### config.mk
export PLATFORM = sky130hd
export DESIGN_NAME = tcc_top
export DESIGN_NICKNAME = d
export VERILOG_FILES = /design/src/hw/tcc_pkg.sv /design/src/hw/tcc_top.sv
export SDC_FILE = /design/constraint.sdc
export NUM_CORES = 1
export LEC_CHECK = 0
export BUFFER_PORTS_ARGS = -buffer_cell sky130_fd_sc_hd__buf_2
export CORE_MARGIN = 4
export CORE_UTILIZATION = 58
export CTS_CLUSTER_DIAMETER = 60
export CTS_CLUSTER_SIZE = 24
export DETAILED_ROUTE_END_ITERATION = 7
export PLACE_DENSITY = 0.81
export RECOVER_POWER = 25
export SYNTH_ARGS = -nofsm -noshare
export SYNTH_HDL_FRONTEND = slang
export SYNTH_SLANG_ARGS = --single-unit
### constraint.sdc
create_clock -name CLOCK_I -period 4.65 [get_ports CLOCK_I]
set_clock_uncertainty 0.05 [all_clocks]
set_input_delay 0 -clock CLOCK_I [delete_from_list [all_inputs] [get_ports CLOCK_I]]
set_output_delay 0 -clock CLOCK_I [all_outputs]
set_load 0.01 [all_outputs]
### src/hw/tcc_pkg.sv
// Package with register map, field layout and types of the transfer count/chain controller
package tcc_pkg;

    // ****************************************************************
    // Register offsets (word index on the plain register port)
    // ****************************************************************
    localparam logic [4:0] OFS_MODE_A   = 5'h00;
    localparam logic [4:0] OFS_MODE_B   = 5'h01;
    localparam logic [4:0] OFS_SRC      = 5'h02;
    localparam logic [4:0] OFS_DST      = 5'h03;
    localparam logic [4:0] OFS_CNT_A    = 5'h04;
    localparam logic [4:0] OFS_CNT_B    = 5'h05;
    localparam logic [4:0] OFS_CTRL     = 5'h06;
    localparam logic [4:0] OFS_STATUS   = 5'h07;
    localparam logic [4:0] OFS_ACT_BASE = 5'h08;
    localparam logic [4:0] OFS_SRC_SEL  = 5'h10;

    localparam int unsigned NUM_ACT_REGS = 8;
    localparam int unsigned NUM_SOURCES  = 64;

    // ****************************************************************
    // Field positions
    // ****************************************************************
    localparam int unsigned MB_CHAIN_BIT = 7;
    localparam int unsigned MB_IRQS_BIT  = 6;
    localparam int unsigned MA_SIZE_BIT  = 0;
    localparam int unsigned MA_MODE_LSB  = 2;
    localparam int unsigned CTRL_GO_BIT  = 0;
    localparam int unsigned MA_SRC_EN_BIT = 7;
    localparam int unsigned MA_SRC_DN_BIT = 6;
    localparam int unsigned MA_DST_EN_BIT = 5;
    localparam int unsigned MA_DST_DN_BIT = 4;
    localparam int unsigned ACT_REG_W     = 8;

    localparam logic [7:0]  MODE_B_KEEP  = 8'hC0;
    localparam logic [7:0]  ACT_RESET    = 8'h00;
    localparam logic [15:0] CNT_ONE      = 16'h0001;
    localparam logic [7:0]  HALF_ONE     = 8'h01;
    localparam logic [23:0] STEP_BYTE    = 24'h000001;
    localparam logic [23:0] STEP_WORD    = 24'h000002;
    localparam logic [31:0] ZERO_WORD    = 32'h00000000;

    // ****************************************************************
    // Types
    // ****************************************************************
    typedef enum logic [1:0] {
        MODE_NORMAL = 2'b00,
        MODE_REPEAT = 2'b01,
        MODE_BLOCK  = 2'b10,
        MODE_UNUSED = 2'b11
    } tcc_mode_e;

    typedef enum logic [1:0] {
        ST_IDLE = 2'b00,
        ST_XFER = 2'b01,
        ST_DONE = 2'b10
    } tcc_state_e;

    typedef struct packed {
        logic [4:0]  addr;
        logic [31:0] wdata;
        logic        wr;
        logic        rd;
    } tcc_reg_req_s;

endpackage : tcc_pkg

### src/hw/tcc_top.sv
// Transfer counting, chaining and activation-enable control of a data transfer controller
//
// The address-and-strobe port and the address map were left to the implementer.
`timescale 1ns/1ps

module tcc_top
    import tcc_pkg::*;
(
    // Clock and reset
    input  wire logic        CLOCK_I,
    input  wire logic        RST_I,
    // Register port
    input  wire logic [4:0]  ADDR_I,
    input  wire logic [31:0] WDATA_I,
    input  wire logic        WR_I,
    input  wire logic        RD_I,
    output logic      [31:0] RDATA_O,
    // Activation requests from the interrupt sources
    input  wire logic [63:0] IRQ_REQ_I,
    // System bus transfer
    output logic             XFER_VALID_O,
    output logic      [23:0] XFER_SRC_O,
    output logic      [23:0] XFER_DST_O,
    output logic             XFER_WORD_O,
    input  wire logic        XFER_DONE_I,
    // Results toward the interrupt controller and CPU
    output logic             CPU_IRQ_O,
    output logic             FLAG_CLR_O,
    output logic      [5:0]  SRC_ID_O,
    output logic             CHAIN_NEXT_O
);

    // ****************************************************************
    // State
    // ****************************************************************
    typedef struct packed {
        tcc_state_e  st;
        logic [7:0]  mode_a;
        logic [7:0]  mode_b;
        logic [23:0] src;
        logic [23:0] dst;
        logic [15:0] cnt_a;
        logic [15:0] cnt_b;
        logic [63:0] act_en;
        logic [5:0]  src_id;
        logic        last;
        logic [31:0] rdata;
        logic        cpu_irq;
        logic        flag_clr;
        logic        chain_next;
    } tcc_state_s;

    tcc_state_s   s_q;
    tcc_state_s   s_d;
    tcc_reg_req_s req;

    logic [63:0]  pend;
    logic [5:0]   pick;
    logic         any_pend;
    tcc_mode_e    mode;
    logic [23:0]  step;
    logic [7:0]   work_dec;
    logic         work_zero;
    logic         count_end;
    logic         chain;
    logic         irq_each;
    logic         wr_mode_a;
    logic         wr_mode_b;
    logic         wr_src;
    logic         wr_dst;
    logic         wr_cnt_a;
    logic         wr_cnt_b;
    logic         wr_go;
    logic [7:0]   act_wr;
    logic [7:0]   act_rd;
    logic [31:0]  rd_word;
    logic [23:0]  src_next;
    logic [23:0]  dst_next;
    logic [7:0]   work_next;
    logic [15:0]  cnt_a_next;
    logic [15:0]  cnt_b_next;
    logic         end_irq;
    logic         end_clr;
    logic         end_dis;

    assign req.addr  = ADDR_I;
    assign req.wdata = WDATA_I;
    assign req.wr    = WR_I;
    assign req.rd    = RD_I;

    assign pend     = IRQ_REQ_I & s_q.act_en;
    assign any_pend = |pend;
    assign mode     = tcc_mode_e'(s_q.mode_a[MA_MODE_LSB +: 2]);
    assign step     = s_q.mode_a[MA_SIZE_BIT] ? STEP_WORD : STEP_BYTE;
    assign chain    = s_q.mode_b[MB_CHAIN_BIT];
    assign irq_each = s_q.mode_b[MB_IRQS_BIT];

    // Lowest-numbered pending source has priority
    always_comb begin
        pick = '0;
        for (int i = NUM_SOURCES - 1; i >= 0; i--) begin
            if (pend[i]) begin
                pick = 6'(i);
            end
        end
    end

    // ****************************************************************
    // Transfer counters
    // ****************************************************************
    // Working half reloads from the reload half in the same step that it runs out
    always_comb begin
        work_dec   = s_q.cnt_a[7:0] - HALF_ONE;
        work_zero  = (work_dec == '0);
        work_next  = work_zero ? s_q.cnt_a[15:8] : work_dec;
        cnt_a_next = s_q.cnt_a;
        cnt_b_next = s_q.cnt_b;
        count_end  = 1'b0;
        case (mode)
            MODE_NORMAL: begin
                cnt_a_next = s_q.cnt_a - CNT_ONE;
                count_end  = (s_q.cnt_a == CNT_ONE);
            end
            MODE_REPEAT: begin
                // Repeat mode never reaches an end of count
                cnt_a_next = {s_q.cnt_a[15:8], work_next};
            end
            MODE_BLOCK: begin
                cnt_a_next = {s_q.cnt_a[15:8], work_next};
                if (work_zero) begin
                    cnt_b_next = s_q.cnt_b - CNT_ONE;
                end
                count_end  = work_zero && (s_q.cnt_b == CNT_ONE);
            end
            default: begin
            end
        endcase
    end

    // ****************************************************************
    // Pointer stepping
    // ****************************************************************
    // Upper bit of each pair enables stepping, lower bit picks the direction
    always_comb begin
        src_next = s_q.src;
        dst_next = s_q.dst;
        if (s_q.mode_a[MA_SRC_EN_BIT]) begin
            if (s_q.mode_a[MA_SRC_DN_BIT]) begin
                src_next = s_q.src - step;
            end else begin
                src_next = s_q.src + step;
            end
        end
        if (s_q.mode_a[MA_DST_EN_BIT]) begin
            if (s_q.mode_a[MA_DST_DN_BIT]) begin
                dst_next = s_q.dst - step;
            end else begin
                dst_next = s_q.dst + step;
            end
        end
    end

    // ****************************************************************
    // End of transfer decisions
    // ****************************************************************
    // A chained step reports nothing, so the source keeps its flag and enable
    always_comb begin
        end_irq = 1'b0;
        end_clr = 1'b0;
        end_dis = 1'b0;
        if (!chain) begin
            if (irq_each || s_q.last) begin
                end_irq = 1'b1;
                end_dis = 1'b1;
            end else begin
                end_clr = 1'b1;
            end
        end
    end

    // ****************************************************************
    // Register write decode
    // ****************************************************************
    always_comb begin
        wr_mode_a = 1'b0;
        wr_mode_b = 1'b0;
        wr_src    = 1'b0;
        wr_dst    = 1'b0;
        wr_cnt_a  = 1'b0;
        wr_cnt_b  = 1'b0;
        wr_go     = 1'b0;
        if (req.wr) begin
            case (req.addr)
                OFS_MODE_A: wr_mode_a = 1'b1;
                OFS_MODE_B: wr_mode_b = 1'b1;
                OFS_SRC:    wr_src    = 1'b1;
                OFS_DST:    wr_dst    = 1'b1;
                OFS_CNT_A:  wr_cnt_a  = 1'b1;
                OFS_CNT_B:  wr_cnt_b  = 1'b1;
                OFS_CTRL:   wr_go     = req.wdata[CTRL_GO_BIT];
                default: begin
                end
            endcase
        end
    end

    // One write enable and one read select per activation-enable register
    for (genvar g = 0; g < NUM_ACT_REGS; g++) begin : g_act
        assign act_wr[g] = req.wr && (req.addr == OFS_ACT_BASE + 5'(g));
        assign act_rd[g] = req.rd && (req.addr == OFS_ACT_BASE + 5'(g));
    end

    // ****************************************************************
    // Read data
    // ****************************************************************
    // Unmapped and write-only words read as zero
    always_comb begin
        rd_word = ZERO_WORD;
        if (req.rd) begin
            case (req.addr)
                OFS_MODE_A: rd_word = {24'h000000, s_q.mode_a};
                OFS_MODE_B: rd_word = {24'h000000, s_q.mode_b};
                OFS_SRC:    rd_word = {8'h00, s_q.src};
                OFS_DST:    rd_word = {8'h00, s_q.dst};
                OFS_CNT_A:  rd_word = {16'h0000, s_q.cnt_a};
                OFS_CNT_B:  rd_word = {16'h0000, s_q.cnt_b};
                OFS_STATUS: rd_word = {24'h000000, s_q.last, 1'b0, s_q.src_id};
                default: begin
                end
            endcase
        end
        for (int r = 0; r < NUM_ACT_REGS; r++) begin
            if (act_rd[r]) begin
                rd_word = {24'h000000, s_q.act_en[r*ACT_REG_W +: ACT_REG_W]};
            end
        end
    end

    // ****************************************************************
    // Next state
    // ****************************************************************
    always_comb begin
        s_d            = s_q;
        s_d.cpu_irq    = 1'b0;
        s_d.flag_clr   = 1'b0;
        s_d.chain_next = 1'b0;
        s_d.rdata      = rd_word;

        if (wr_mode_a) begin
            s_d.mode_a = req.wdata[7:0];
        end
        if (wr_mode_b) begin
            s_d.mode_b = req.wdata[7:0] & MODE_B_KEEP;
        end
        if (wr_src) begin
            s_d.src = req.wdata[23:0];
        end
        if (wr_dst) begin
            s_d.dst = req.wdata[23:0];
        end
        if (wr_cnt_a) begin
            s_d.cnt_a = req.wdata[15:0];
        end
        if (wr_cnt_b) begin
            s_d.cnt_b = req.wdata[15:0];
        end
        // Activation-enable registers A..G and I, one source per bit
        for (int r = 0; r < NUM_ACT_REGS; r++) begin
            if (act_wr[r]) begin
                s_d.act_en[r*ACT_REG_W +: ACT_REG_W] = req.wdata[7:0];
            end
        end

        case (s_q.st)
            ST_IDLE: begin
                if (any_pend) begin
                    s_d.src_id = pick;
                    s_d.st     = ST_XFER;
                end else if (wr_go) begin
                    s_d.st = ST_XFER;
                end
            end
            ST_XFER: begin
                // Counters and pointers move only once the bus has finished the transfer
                if (XFER_DONE_I) begin
                    s_d.src   = src_next;
                    s_d.dst   = dst_next;
                    s_d.cnt_a = cnt_a_next;
                    s_d.cnt_b = cnt_b_next;
                    s_d.last  = count_end;
                    s_d.st    = ST_DONE;
                end
            end
            ST_DONE: begin
                s_d.cpu_irq    = end_irq;
                s_d.flag_clr   = end_clr;
                s_d.chain_next = chain;
                if (end_dis) begin
                    s_d.act_en[s_q.src_id] = 1'b0;
                end
                s_d.st = chain ? ST_XFER : ST_IDLE;
            end
            default: s_d.st = ST_IDLE;
        endcase
    end

    // ****************************************************************
    // Registers
    // ****************************************************************
    always_ff @(posedge CLOCK_I) begin
        if (RST_I) begin
            s_q        <= '0;
            s_q.st     <= ST_IDLE;
            s_q.act_en <= {NUM_ACT_REGS{ACT_RESET}};
        end else begin
            s_q <= s_d;
        end
    end

    assign RDATA_O      = s_q.rdata;
    assign XFER_VALID_O = (s_q.st == ST_XFER);
    assign XFER_SRC_O   = s_q.src;
    assign XFER_DST_O   = s_q.dst;
    assign XFER_WORD_O  = s_q.mode_a[MA_SIZE_BIT];
    assign CPU_IRQ_O    = s_q.cpu_irq;
    assign FLAG_CLR_O   = s_q.flag_clr;
    assign SRC_ID_O     = s_q.src_id;
    assign CHAIN_NEXT_O = s_q.chain_next;

endmodule : tcc_top

==> flow_summary.json <==
{
  "grtUsageTotal_pct": 36.92,
  "end_kind": "flop",
  "hp-class": "input port to flop",
  "grt-ovfl-total": 0,
  "outcome": "complete, no violations",
  "area_growth_pct": 9.872,
  "multi_input_area_um2": 8020,
  "cts_tree": "built",
  "fin_crit_ps": 3890,
  "worstPathMaxFanout": 25,
  "grt_antenna_before_repair": 1,
  "cp.arrival_ps": 4150,
  "finalSetupViolCount": 0,
  "p_leak_uw": 0.005374,
  "num_antenna_cells": 0,
  "synth_flop_cell": "dfxtp_1",
  "synth_top_area_share_pct": 29.62,
  "mostFrequentLayoutCells": "247 x nor2_1, 190 x dfxtp_1, 151 x nand2_1",
  "yosys_register_bits": 190,
  "worstPathRequired_ps": 4910,
  "placement.io_buffers": 180,
  "io_pins": 197,
  "grt_pass1_vias": 12780,
  "firstDrtPassIters": 8,
  "drt-initial-drc-count": 1876,
  "avgSynthCellArea_um2": 7.634,
  "ys_top_cells_by_area": "dfxtp_1 30%, nor2_1 7.2%, mux2i_1 5.4%",
  "final_common_cell": "nor2_1",
  "cts_num_sinks": 190,
  "synthArstFlopShare_pct": 0,
  "hold_viol": 0,
  "regArea_um2": 3804,
  "num_vias": 13830,
  "synthXorXnorAreaFrac_pct": 2.797,
  "dpl_cell_area_um2": 13290,
  "grt_first_pass_wirelength_um": 71530,
  "synthCells": 1682,
  "worstSetupStartpointType": "flop",
  "dpl_worst_slack_ps": 830.9,
  "worst_slew_pin_slew_ps": 1084,
  "finalInstanceArea_um2": 14110,
  "numCtsBuffers": 17,
  "cts_setup_buffers": 0,
  "critPathKind": "flop to flop",
  "die_w_um": 156.8,
  "core.rowCount": 54,
  "synth-compound-area-share_pct": 23.37,
  "clk_pin_slew_ps": 70,
  "fp.dieArea_um2": 24580,
  "drv_slew": 0,
  "yosysWarningCount": 0,
  "core_um2": 21820,
  "synth_adder_area_share_pct": 5.379,
  "synth_edf_count": 0,
  "nets": 1930,
  "slew_headroom_pct": 27.62,
  "utilization_pct": 64.64,
  "htreeDepth": 4,
  "fp.dieH_um": 156.8,
  "clock_path_buffers": 2,
  "synth_area_leader_cell": "dfxtp_1",
  "grt_max_degree": 82,
  "initial_core_util_pct": 58.83,
  "ant_nets": 0,
  "routed_wirelength_um": 46710,
  "synth_top_family_by_area": "simple AND/OR/NAND/NOR gates",
  "rsz0062_at_grt": "false",
  "synth_mux_area_share_pct": 5.642,
  "vias_per_cell": 6.701,
  "insertion_delay_ps": 440,
  "synthDistinctLibCells": 74,
  "hpwlAfterDp_um": 33250,
  "drc_errors": 0,
  "layout_setup_ws_ps": 760.1,
  "drive_above_1_share_pct": 10.10,
  "worst_ir_drop_vdd_mv": 0.2685,
  "hold_ws_ps": 19.70,
  "n_fill_cell": 1965,
  "drv_cap": 0,
  "setup-tns-final_ps": 0,
  "synth-simple-area-share_pct": 24.92,
  "finalCritPeriodShare_pct": 83.65,
  "gp_congestion": 1.081,
  "synth_area_um2": 12840,
  "powerDensity_nw_per_um2": 267.1,
  "cts-root-buf": "clkbuf_16",
  "fmax_mhz": 257.1,
  "yosysSeqAreaShare_pct": 29.62,
  "route.detailed.wl_per_inst_um": 22.64
}
-- worst paths after layout --
kind                    startpoint                     endpoint  slack (ps)  depth (start not counted)
max          s_q[198]$_SDFFE_PP0P_  XFER_DST_O[14]$_SDFFE_PP0P_         760                         11
min                   IRQ_REQ_I[6]     SRC_ID_O[1]$_SDFFE_PP0P_          20                          5
max reg2reg  s_q[198]$_SDFFE_PP0P_  XFER_DST_O[14]$_SDFFE_PP0P_         760                         11
min reg2reg  s_q[195]$_SDFFE_PP0P_        s_q[195]$_SDFFE_PP0P_         410                          2
-- routing by layer --
| layer | global-route usage [%] | up-vias | share of wire [%] |
|---|---|---|---|
| met1 | 49.15 | 6384 | 38 |
| met4 | 20.70 | 2 | 6.6 |
| met3 | 7.273 | 213 | 12 |
| li1 | - | 6285 | - |
| met5 | 0 | - | 0.043 |
| met2 | 56.01 | 941 | 44 |
-- logic make-up after synthesis --
logic type / count (synthesis)
simple gates: 689
compound gates: 442
buf+inv: 193
flops: 190
mux: 72
fa+ha+maj: 54
xor+xnor: 41
other cells: 1
-- registers in the layout (all words and copies together) (netlist names), 2 cells and up --
signal and cells:
RDATA_O 24, SRC_ID_O 6, XFER_DST_O 24, XFER_SRC_O 24, mode 2, s_q 104
-- timing repair --
action / 4_1_cts / 5_1_grt
setup endpoints to repair: 0 / 0
gates resized for setup: 0 / 0
hold buffers: 31 / 0
endpoints found under the hold margin: 62 / 0
-- critical path: stages, from the launching register on --
cell and delay [ps]:
dfxtp_1 680, nor2b_1 350, fa_1 480, a211oi_1 340, o21ai_1 130, a211o_1 340
a2111oi_2 440, or2_2 200, nand2_1 50, a21oi_1 190, xor2_1 90, a2111oi_0 420
-- synth_stat cells, types with 19 or more instances --
library cell and number:
a2111oi_0 24, a211oi_1 26, a21oi_1 106, a22o_1 19
a22oi_1 65, a31oi_1 20, buf_4 86, clkbuf_1 68
dfxtp_1 190, ha_1 52, inv_1 32, mux2i_1 69
nand2_1 151, nand3_1 52, nor2_1 247, nor3_1 102
nor4_1 21, o21ai_0 63, o22ai_1 19, xor2_1 23
-- power by group --
group / switching [µW] / internal [µW] / leakage (µW)
clock network: 706 / 819 / 0.000287
logic: 312 / 190 / 0.00355
registers: 75.2 / 1670 / 0.00153
-- cell type report --
| type | instances | area share, % |
|---|---|---|
| multi-input combinational | 1306 | 56.85 |
| sequential | 190 | 26.96 |
| timing repair buffer | 223 | 8.639 |
| clock buffer | 18 | 3.113 |
| tap | 280 | 2.483 |
| clock inverter | 14 | 1.100 |
| inverter | 32 | 0.8514 |
-- through the flow --
step / total power [µW] / cells
floorplan: 2071 / 1689
global placement: 2228 / 2000
detailed placement: 2237 / 2000
CTS: 3747 / 2063
global route: 3881 / 2063
finish: 3768 / 2063
Power figures use the tool's default switching activity.
